<file path="src/cct_pkg.sv">
package cct_pkg;

	// ****************************************
	// Clock and tick rates
	// ****************************************
	localparam int unsigned CLK_HZ = 100_000_000;
	localparam int unsigned FAST_HZ = 13_560_000;
	localparam int unsigned SLOW_DIV = 64;
	localparam int unsigned ACC_W = 27;
	localparam logic [ACC_W-1:0] ACC_STEP = ACC_W'(FAST_HZ);
	localparam logic [ACC_W-1:0] ACC_MOD = ACC_W'(CLK_HZ);
	localparam logic [5:0] SLOW_LAST = 6'(SLOW_DIV - 1);

	// ****************************************
	// Register indices, byte address is four times the index
	// ****************************************
	localparam logic [7:0] IDX_CTRL = 8'h19;
	localparam logic [7:0] IDX_RLD_HI = 8'h1a;
	localparam logic [7:0] IDX_RLD_LO = 8'h1b;
	localparam logic [7:0] IDX_CNT_HI = 8'h1c;
	localparam logic [7:0] IDX_CNT_LO = 8'h1d;
	localparam logic [7:0] IDX_SIB_CTRL = 8'h1e;
	localparam logic [7:0] IDX_IRQ_STATUS = 8'h30;
	localparam logic [7:0] IDX_IRQ_MASK = 8'h31;
	localparam logic [7:0] IDX_CMD = 8'h32;
	localparam logic [7:0] IDX_RUN = 8'h33;

	// ****************************************
	// Control register layout
	// ****************************************
	localparam int unsigned CTL_STOP_RX = 7;
	localparam int unsigned CTL_START_HI = 5;
	localparam int unsigned CTL_START_LO = 4;
	localparam int unsigned CTL_AUTO = 3;
	localparam int unsigned CTL_CLK_HI = 1;
	localparam int unsigned CTL_CLK_LO = 0;
	localparam logic [7:0] CTL_WMASK = 8'hbb;
	localparam logic [7:0] CTRL_RST = 8'h00;

	// Start source codes
	localparam logic [1:0] START_NONE = 2'h0;
	localparam logic [1:0] START_TX_END = 2'h1;
	localparam logic [1:0] START_TRIM = 2'h2;
	localparam logic [1:0] START_TRIM_UF = 2'h3;

	// Input clock codes
	localparam logic [1:0] CLK_FAST = 2'h0;
	localparam logic [1:0] CLK_SLOW = 2'h1;
	localparam logic [1:0] CLK_T0 = 2'h2;
	localparam logic [1:0] CLK_T1 = 2'h3;

	// ****************************************
	// Interrupt, command and run state layout
	// ****************************************
	localparam int unsigned IRQ_W = 2;
	localparam int unsigned IRQ_UNDERFLOW = 0;
	localparam int unsigned IRQ_STOPPED = 1;
	localparam logic [IRQ_W-1:0] MASK_RST = 2'h0;
	localparam int unsigned CMD_START = 0;
	localparam int unsigned CMD_STOP = 1;
	localparam logic [15:0] RELOAD_RST = 16'h0000;
	localparam logic [15:0] COUNT_RST = 16'h0000;

endpackage

</file>
<file path="src/cct_tick_if.sv">
`timescale 1ns/100ps
interface cct_tick_if;
	logic fast_tick;
	logic slow_tick;
	modport src(output fast_tick, output slow_tick);
	modport dst(input fast_tick, input slow_tick);
endinterface

</file>
<file path="src/cct_tick_gen.sv">
`timescale 1ns/100ps
module cct_tick_gen (
	// Clock and reset
	input wire logic i_clk,
	input wire logic i_rst,
	// Tick enables
	cct_tick_if.src o_ticks
);

	// ****************************************
	// State
	// ****************************************
	typedef struct packed {
		logic [cct_pkg::ACC_W-1:0] acc;
		logic [5:0] div;
		logic fast;
		logic slow;
	} cct_tick_state_t;

	cct_tick_state_t s_r;
	cct_tick_state_t s_nxt;
	logic [cct_pkg::ACC_W-1:0] sum;

	// Fractional accumulator: ticks average the exact rate, jitter one cycle
	always_comb begin
		s_nxt = s_r;
		sum = s_r.acc + cct_pkg::ACC_STEP;
		s_nxt.fast = 1'b0;
		s_nxt.slow = 1'b0;
		if (sum >= cct_pkg::ACC_MOD) begin
			s_nxt.acc = sum - cct_pkg::ACC_MOD;
			s_nxt.fast = 1'b1;
			s_nxt.div = s_r.div + 6'h01;
			// Slow tick is the fast tick divided down
			if (s_r.div == cct_pkg::SLOW_LAST) begin
				s_nxt.slow = 1'b1;
			end
		end else begin
			s_nxt.acc = sum;
		end
	end

	// Register
	always_ff @(posedge i_clk) begin
		if (i_rst) begin
			s_r <= '0;
		end else begin
			s_r <= s_nxt;
		end
	end

	assign o_ticks.fast_tick = s_r.fast;
	assign o_ticks.slow_tick = s_r.slow;

endmodule

</file>
<file path="src/cct_timer.sv">
// Behaviour
// - Stop-on-receive halts after first four bits
// - Trimming modes ignore stop-on-receive
// - Start source none or end of transmission
// - Trimming modes start/stop on oscillator edges
// - Auto reload restarts countdown at zero, except in trimming without underflow
// - Without auto reload stop at zero
// - Underflow sets the interrupt flag
// - Clock select picks fast or slow tick
// - Clock select cascades other timers' underflows
// - Start event loads the reload value
// - Reload writes wait for next start
// - Live count readable as two bytes
// - Sibling control register shares the layout
// - Control register sits at index 19h
//
// Implementation choice: the Avalon-MM interface to the registers.
`timescale 1ns/100ps
module cct_timer (
	// Clock and reset
	input wire logic i_clk,
	input wire logic i_rst,
	// Avalon-MM slave
	input wire logic [9:0] i_avs_address,
	input wire logic i_avs_read,
	input wire logic i_avs_write,
	input wire logic [31:0] i_avs_writedata,
	input wire logic [3:0] i_avs_byteenable,
	output logic [31:0] o_avs_readdata,
	output logic o_avs_waitrequest,
	// Radio events, same clock
	input wire logic i_tx_end,
	input wire logic i_rx_first4,
	// Cascade inputs, same clock
	input wire logic i_t0_underflow,
	input wire logic i_t1_underflow,
	// Slow oscillator pin
	input wire logic i_slow_osc,
	// Status outputs
	output logic o_underflow,
	output logic o_running,
	output logic [7:0] o_sibling_control,
	output logic o_irq
);

	// ****************************************
	// State
	// ****************************************
	typedef struct packed {
		logic [7:0] ctrl;
		logic [7:0] sib_ctrl;
		logic [15:0] reload;
		logic [15:0] count;
		logic running;
		logic underflow;
		logic [cct_pkg::IRQ_W-1:0] status;
		logic [cct_pkg::IRQ_W-1:0] mask;
		logic irq;
		logic bus_wait;
		logic [31:0] rdata;
		logic osc_s1;
		logic osc_s2;
		logic osc_s3;
		logic osc_level;
	} cct_state_t;

	localparam cct_state_t RST = '{
		ctrl: cct_pkg::CTRL_RST,
		sib_ctrl: cct_pkg::CTRL_RST,
		reload: cct_pkg::RELOAD_RST,
		count: cct_pkg::COUNT_RST,
		mask: cct_pkg::MASK_RST,
		bus_wait: 1'b1,
		default: '0
	};

	cct_state_t s_r;
	cct_state_t s_nxt;

	// ****************************************
	// Tick generator
	// ****************************************
	cct_tick_if ticks ();

	cct_tick_gen u_tick_gen (
		.i_clk(i_clk),
		.i_rst(i_rst),
		.o_ticks(ticks.src)
	);

	// ****************************************
	// Decoded control fields
	// ****************************************
	logic [1:0] start_mode;
	logic [1:0] clk_sel;
	logic stop_rx_en;
	logic auto_en;
	logic trim;

	assign start_mode = s_r.ctrl[cct_pkg::CTL_START_HI:cct_pkg::CTL_START_LO];
	assign clk_sel = s_r.ctrl[cct_pkg::CTL_CLK_HI:cct_pkg::CTL_CLK_LO];
	assign stop_rx_en = s_r.ctrl[cct_pkg::CTL_STOP_RX];
	assign auto_en = s_r.ctrl[cct_pkg::CTL_AUTO];
	assign trim = start_mode[1];

	// ****************************************
	// Bus decode
	// ****************************************
	logic [7:0] idx;
	logic aligned;
	logic commit;
	logic wr_lane;

	assign idx = i_avs_address[9:2];
	assign aligned = (i_avs_address[1:0] == 2'h0);
	// Write takes effect on the edge where waitrequest is sampled low
	assign commit = !s_r.bus_wait && i_avs_write && aligned;
	assign wr_lane = commit && i_avs_byteenable[0];

	// Software start and stop pulses from the command register
	logic sw_start;
	logic sw_stop;

	assign sw_start = wr_lane && (idx == cct_pkg::IDX_CMD) &&
		i_avs_writedata[cct_pkg::CMD_START];
	assign sw_stop = wr_lane && (idx == cct_pkg::IDX_CMD) &&
		i_avs_writedata[cct_pkg::CMD_STOP];

	// ****************************************
	// Event logic
	// ****************************************
	logic osc_rise;
	logic tick_sel;
	logic rx_stop;
	logic trim_start;
	logic trim_stop;
	logic start_ev;
	logic stop_ev;
	logic at_zero;
	logic uf_ev;
	logic zero_stop;

	// Rise counts only once the two late stages agree
	assign osc_rise = (s_r.osc_s2 == s_r.osc_s3) && s_r.osc_s3 &&
		!s_r.osc_level;

	// Input clock choice, one enable per counted step
	always_comb begin
		tick_sel = 1'b0;
		case (clk_sel)
			cct_pkg::CLK_FAST: tick_sel = ticks.fast_tick;
			cct_pkg::CLK_SLOW: tick_sel = ticks.slow_tick;
			cct_pkg::CLK_T0: tick_sel = i_t0_underflow;
			default: tick_sel = i_t1_underflow;
		endcase
	end

	// Receive stop is masked off in both trimming modes
	assign rx_stop = s_r.running && stop_rx_en && !trim && i_rx_first4;
	// First oscillator rise starts, the next one stops
	assign trim_start = trim && osc_rise && !s_r.running;
	assign trim_stop = trim && osc_rise && s_r.running;
	assign stop_ev = rx_stop || trim_stop || sw_stop;
	// Stop wins over any start seen in the same cycle
	assign start_ev = !stop_ev && (sw_start || trim_start ||
		((start_mode == cct_pkg::START_TX_END) && i_tx_end));

	assign at_zero = (s_r.count == 16'h0000);
	// Trimming without underflow never wraps and never flags underflow
	assign uf_ev = s_r.running && tick_sel && at_zero && !stop_ev &&
		!start_ev && (start_mode != cct_pkg::START_TRIM);
	assign zero_stop = s_r.running && tick_sel && at_zero && !stop_ev &&
		!start_ev && (!auto_en || (start_mode == cct_pkg::START_TRIM));

	// ****************************************
	// Read mux
	// ****************************************
	logic [31:0] rd_val;

	always_comb begin
		rd_val = 32'h0000_0000;
		if (!aligned) begin
			rd_val = 32'h0000_0000;
		end else if (idx == cct_pkg::IDX_CTRL) begin
			rd_val = {24'h00_0000, s_r.ctrl};
		end else if (idx == cct_pkg::IDX_RLD_HI) begin
			rd_val = {24'h00_0000, s_r.reload[15:8]};
		end else if (idx == cct_pkg::IDX_RLD_LO) begin
			rd_val = {24'h00_0000, s_r.reload[7:0]};
		end else if (idx == cct_pkg::IDX_CNT_HI) begin
			rd_val = {24'h00_0000, s_r.count[15:8]};
		end else if (idx == cct_pkg::IDX_CNT_LO) begin
			rd_val = {24'h00_0000, s_r.count[7:0]};
		end else if (idx == cct_pkg::IDX_SIB_CTRL) begin
			rd_val = {24'h00_0000, s_r.sib_ctrl};
		end else if (idx == cct_pkg::IDX_IRQ_STATUS) begin
			rd_val = {30'h0000_0000, s_r.status};
		end else if (idx == cct_pkg::IDX_IRQ_MASK) begin
			rd_val = {30'h0000_0000, s_r.mask};
		end else if (idx == cct_pkg::IDX_RUN) begin
			rd_val = {31'h0000_0000, s_r.running};
		end else begin
			rd_val = 32'h0000_0000;
		end
	end

	// ****************************************
	// Next state
	// ****************************************
	logic [cct_pkg::IRQ_W-1:0] irq_set;
	logic [cct_pkg::IRQ_W-1:0] irq_clr;

	always_comb begin
		s_nxt = s_r;
		s_nxt.underflow = 1'b0;
		irq_set = '0;
		irq_clr = '0;

		// Three-stage pin synchroniser with agreement filter
		s_nxt.osc_s1 = i_slow_osc;
		s_nxt.osc_s2 = s_r.osc_s1;
		s_nxt.osc_s3 = s_r.osc_s2;
		if (s_r.osc_s2 == s_r.osc_s3) begin
			s_nxt.osc_level = s_r.osc_s3;
		end

		// Bus handshake: one wait cycle, then one answer cycle
		if ((i_avs_read || i_avs_write) && s_r.bus_wait) begin
			s_nxt.bus_wait = 1'b0;
			s_nxt.rdata = i_avs_read ? rd_val : 32'h0000_0000;
		end else if (!s_r.bus_wait) begin
			s_nxt.bus_wait = 1'b1;
		end

		// Register writes, reserved bits forced to zero
		if (wr_lane) begin
			if (idx == cct_pkg::IDX_CTRL) begin
				s_nxt.ctrl = i_avs_writedata[7:0] & cct_pkg::CTL_WMASK;
			end else if (idx == cct_pkg::IDX_SIB_CTRL) begin
				s_nxt.sib_ctrl = i_avs_writedata[7:0] & cct_pkg::CTL_WMASK;
			end else if (idx == cct_pkg::IDX_RLD_HI) begin
				// Only the reload copy changes, not the live count
				s_nxt.reload[15:8] = i_avs_writedata[7:0];
			end else if (idx == cct_pkg::IDX_RLD_LO) begin
				s_nxt.reload[7:0] = i_avs_writedata[7:0];
			end else if (idx == cct_pkg::IDX_IRQ_STATUS) begin
				irq_clr = i_avs_writedata[cct_pkg::IRQ_W-1:0];
			end else if (idx == cct_pkg::IDX_IRQ_MASK) begin
				s_nxt.mask = i_avs_writedata[cct_pkg::IRQ_W-1:0];
			end
		end

		// Counter: stop, then start, then one step per tick
		if (stop_ev) begin
			s_nxt.running = 1'b0;
		end else if (start_ev) begin
			s_nxt.count = s_r.reload;
			s_nxt.running = 1'b1;
		end else if (s_r.running && tick_sel) begin
			if (!at_zero) begin
				s_nxt.count = s_r.count - 16'h0001;
			end else if (zero_stop) begin
				s_nxt.running = 1'b0;
			end else begin
				s_nxt.count = s_r.reload;
			end
		end

		// Sticky events; a set in the clear cycle survives
		if (uf_ev) begin
			s_nxt.underflow = 1'b1;
			irq_set[cct_pkg::IRQ_UNDERFLOW] = 1'b1;
		end
		if (s_r.running && (stop_ev || zero_stop)) begin
			irq_set[cct_pkg::IRQ_STOPPED] = 1'b1;
		end
		s_nxt.status = (s_r.status & ~irq_clr) | irq_set;
		s_nxt.irq = |(s_nxt.status & s_nxt.mask);
	end

	// Register the whole state
	always_ff @(posedge i_clk) begin
		if (i_rst) begin
			s_r <= RST;
		end else begin
			s_r <= s_nxt;
		end
	end

	// ****************************************
	// Outputs
	// ****************************************
	assign o_avs_readdata = s_r.rdata;
	assign o_avs_waitrequest = s_r.bus_wait;
	assign o_underflow = s_r.underflow;
	assign o_running = s_r.running;
	assign o_sibling_control = s_r.sib_ctrl;
	assign o_irq = s_r.irq;
endmodule

</file>
<file path="config.mk">
export PLATFORM = sky130hd
export DESIGN_NAME = cct_timer
export DESIGN_NICKNAME = d
export VERILOG_FILES = /design/src/cct_pkg.sv /design/src/cct_tick_if.sv /design/src/cct_tick_gen.sv /design/src/cct_timer.sv
export SDC_FILE = /design/constraint.sdc
export NUM_CORES = 1
export LEC_CHECK = 0
export ABC_AREA = 1
export BUFFER_PORTS_ARGS = -buffer_cell sky130_fd_sc_hd__buf_4
export CORE_ASPECT_RATIO = 1.25
export CORE_MARGIN = 2
export CORE_UTILIZATION = 45
export CTS_CLUSTER_DIAMETER = 200
export DETAILED_ROUTE_END_ITERATION = 7
export PLACE_DENSITY = 0.71
export SKIP_LAST_GASP = 1
export SLEW_MARGIN = 30
export SYNTH_ARGS = -nofsm -noshare
export SYNTH_HDL_FRONTEND = slang
export SYNTH_HIERARCHICAL = 1
export SYNTH_SLANG_ARGS = --single-unit
</file>
<file path="constraint.sdc">
create_clock -name i_clk -period 2.85 [get_ports i_clk]
set_clock_uncertainty 0.1 [all_clocks]
set_input_delay 0.57 -clock i_clk [delete_from_list [all_inputs] [get_ports i_clk]]
set_output_delay 0.57 -clock i_clk [all_outputs]
set_load 0.02 [all_outputs]
</file>
==> impl_metrics.tcl <==
set metrics [dict create \
    run_status "finished clean" \
    setup_viol 0 \
    postSynthRegisterBits 93 \
    crit_type "reg -> reg" \
    required_time_of_the_critical_path_ns 3.04 \
    track_usage 0.227 \
    routed_via_density 5.18 \
    min_path_type "reg -> reg" \
    synthesis.instances 1058 \
    fin_hold_viols 0 \
    worst_setup_path_end_kind "register" \
    die_h_um 142 \
    synth-xor-area-share 0.0268 \
    globalplace.congestion 0.974 \
    synth-async-reset-ratio 0 \
    drt_iter0_drc 417 \
    tritoncts "built" \
    cts.sinks 93 \
    leakagePower_nw 3.50 \
    ant_nets 0 \
    clock_latency_ns 0.35 \
    hpwlAfterDp_um 13900 \
    power_per_cell_area_nw_per_um2 519 \
    buffer_ports.inserted 45 \
    num_antenna_cells 0 \
    post-route-worst-setup-slack_ns 0.231 \
    cts.htree.levels 3 \
    drt_drc_violations_left 0 \
    clock_tree.buffer_depth 2 \
    netlist_top_cells_count "sky130_fd_sc_hd__nand2_1 (272), sky130_fd_sc_hd__inv_1 (112), sky130_fd_sc_hd__nor2_1 (104), sky130_fd_sc_hd__dfxtp_1 (93), sky130_fd_sc_hd__nand3_1 (73)" \
    floorplan.die_area_sq_um 16300 \
    seq_area_frac_synth 0.271 \
    syn_avg_cell_area_sq_um 6.50 \
    io_pins 99 \
    vias 6608 \
    cts_root_buffer "sky130_fd_sc_hd__clkbuf_16" \
    areaGrowthSynthToFinish_pct 9.07 \
    finalNetCount 1152 \
    clk_transition_reported_paths_ns 0.06 \
    synth_top_flop_cell "sky130_fd_sc_hd__dfxtp_1" \
    relSlewSlack 0.477 \
    achievable-frequency_mhz 382 \
    synth_top_family_by_area "simple AND/OR/NAND/NOR gates" \
    finalMaxSlewViolations 0 \
    finalHoldWorstSlack_ns 0.315 \
    post-route-period-util 0.919 \
    synth_edf_count 0 \
    final_cell_count_no_fill 1276 \
    synthMostInstantiatedCell "sky130_fd_sc_hd__nand2_1" \
    synth_cell_types 48 \
    synthSimpleGateAreaFrac 0.410 \
    area.sequential_sq_um 1860 \
    dp_slack_ns 0.129 \
    dr.pass1.iters 6 \
    timing.max_cap.violations 0 \
    initial_utilization 0.460 \
    synthDominantCellAreaShare 0.271 \
    synth_adder_area_share 0.0146 \
    place.detailed.instances 1256 \
    critical_path.startpoint_type "register" \
    multi_input_comb_area_sq_um 4130 \
    tritoncts.num_buffers 9 \
    grt_first_pass_wirelength_um 29300 \
    rsz0062_at_grt "no" \
    globalRouteOverflowTotal 0 \
    fin_crit_period_ns 2.62 \
    antenna_violations_before_repair 0 \
    cts_hold_buf 0 \
    synth_top_area_cell "sky130_fd_sc_hd__dfxtp_1" \
    drive_above_1_share 0.191 \
    yosys-top-cells-area "sky130_fd_sc_hd__dfxtp_1 (27%), sky130_fd_sc_hd__nand2_1 (15%), sky130_fd_sc_hd__inv_1 (6.1%), sky130_fd_sc_hd__nor2_1 (5.7%), sky130_fd_sc_hd__nand3_1 (5.3%)" \
    synth_compound_gate_area_share 0.133 \
    floorplan.core_area_sq_um 15000 \
    arrival_ns 2.81 \
    die_width_um 115 \
    grt_max_degree 40 \
    setup-tns-final_ns 0 \
    grt_pass1_vias 6071 \
    postRouteWirelength_um 18300 \
    worst_slew_pin_slew_ns 0.783 \
    vdd_ir_drop_max_uv 389 \
    placementRows 50 \
    worstPathMaxFanout 22 \
    netlist_area_sq_um 6870 \
    synthMuxAreaShare 0 \
    avgRoutedWirePerCell_um 14.4 \
    final_core_util 0.501 \
    fillCellCount 1529 \
    synthesis.yosys.warnings 6 \
]
## placed cells by master, fill, tap and decap left out, types with 10 or more instances in the layout
cell type and n:
sky130_fd_sc_hd__nand3_1 73, sky130_fd_sc_hd__nor3_1 10, sky130_fd_sc_hd__inv_2 13, sky130_fd_sc_hd__a21oi_2 25
sky130_fd_sc_hd__xor2_1 18, sky130_fd_sc_hd__o21ai_0 44, sky130_fd_sc_hd__inv_1 112, sky130_fd_sc_hd__nand2_2 45
sky130_fd_sc_hd__nand2_1 272, sky130_fd_sc_hd__dfxtp_1 93, sky130_fd_sc_hd__a21oi_1 50, sky130_fd_sc_hd__conb_1 26
sky130_fd_sc_hd__nand4_1 36, sky130_fd_sc_hd__buf_4 62, sky130_fd_sc_hd__nor2_1 102, sky130_fd_sc_hd__nor2_2 14
## what timing repair did
action                                  CTS  global route
setup buffers                             0             3
endpoints found under the hold margin     0             0
gates resized for setup                   0             4
endpoints found under the setup margin    0            24
## registers in the layout, summed over array words and instances, names as in the netlist
register                      cells
s_nxt                             2
s_r                              41
o_irq                             1
u_tick_gen/o_ticks.fast_tick      1
clk_sel                           2
u_tick_gen/s_r                   27
o_running                         1
o_underflow                       1
u_tick_gen/o_ticks.slow_tick      1
auto_en                           1
o_sibling_control                 6
o_avs_readdata                    8
o_avs_waitrequest                 1
## area by class of cell
class | count | area share
sequential | 93 | 0.248
multi-input combinational | 794 | 0.551
tap | 182 | 0.0304
timing repair buffer | 63 | 0.0636
clock buffer | 13 | 0.0361
clock inverter | 3 | 0.00568
inverter | 128 | 0.0644
## stage by stage
step | total power, mW | cell area (sq um)
finish | 3.89 | 7500
floorplan | 2.40 | 6970
detailed placement | 2.62 | 7140
global placement | 2.60 | 7140
global route | 4.11 | 7500
CTS | 3.89 | 7450
## kinds of logic (layout without fill, tap and decap cells)
| logic type | Yosys count | in the layout |
|---|---|---|
| adders and majority gates | 8 | 8 |
| other | 1 | 26 |
| buffers and inverters | 197 | 207 |
| DFF | 93 | 93 |
| AOI/OAI and AO/OA | 150 | 150 |
| xor gates and xnor gates | 21 | 21 |
| and+or+nand+nor | 588 | 589 |
## per-layer routing
metal	wire, um	GRT usage	vias up
met5	0	0	-
met4	853	0.119	0
met3	632	0.0243	56
met2	9790	0.421	155
met1	7070	0.250	2994
li1	-	-	3403
## critical path: stages, from the launching register on
cell and delay (ns):
sky130_fd_sc_hd__dfxtp_1 0.39, sky130_fd_sc_hd__inv_1 0.06, sky130_fd_sc_hd__ha_1 0.26, sky130_fd_sc_hd__nor2_4 0.19, sky130_fd_sc_hd__nand3_1 0.12, sky130_fd_sc_hd__nand2_1 0.13, sky130_fd_sc_hd__nand2_1 0.06, sky130_fd_sc_hd__nand3_1 0.08
sky130_fd_sc_hd__nand2_2 0.11, sky130_fd_sc_hd__nand2_2 0.10, sky130_fd_sc_hd__nor2_1 0.08, sky130_fd_sc_hd__a21oi_4 0.23, sky130_fd_sc_hd__buf_4 0.31, sky130_fd_sc_hd__nand4_1 0.15, sky130_fd_sc_hd__a21oi_2 0.16
## path summary, 6_finish.rpt
path                                  from                              to  slack, ns  cells past startpoint
min reg2reg            s_nxt[2]$_SDFF_PP0_             s_nxt[1]$_SDFF_PP0_       0.31                      2
max reg2reg  u_tick_gen/s_r[14]$_SDFF_PP0_  u_tick_gen/s_r[6]$_SDFFE_PP0P_       0.23                     14
min                    s_nxt[2]$_SDFF_PP0_             s_nxt[1]$_SDFF_PP0_       0.31                      2
max          u_tick_gen/s_r[14]$_SDFF_PP0_  u_tick_gen/s_r[6]$_SDFFE_PP0P_       0.23                     14
## power breakdown
group          switching, mW  total (mW)  internal [mW]
combinational          0.789        1.18          0.390
sequential            0.0758        1.43           1.36
clock                  0.526        1.28          0.751
total                   1.39        3.89           2.50
Power figures use the tool's default switching activity.
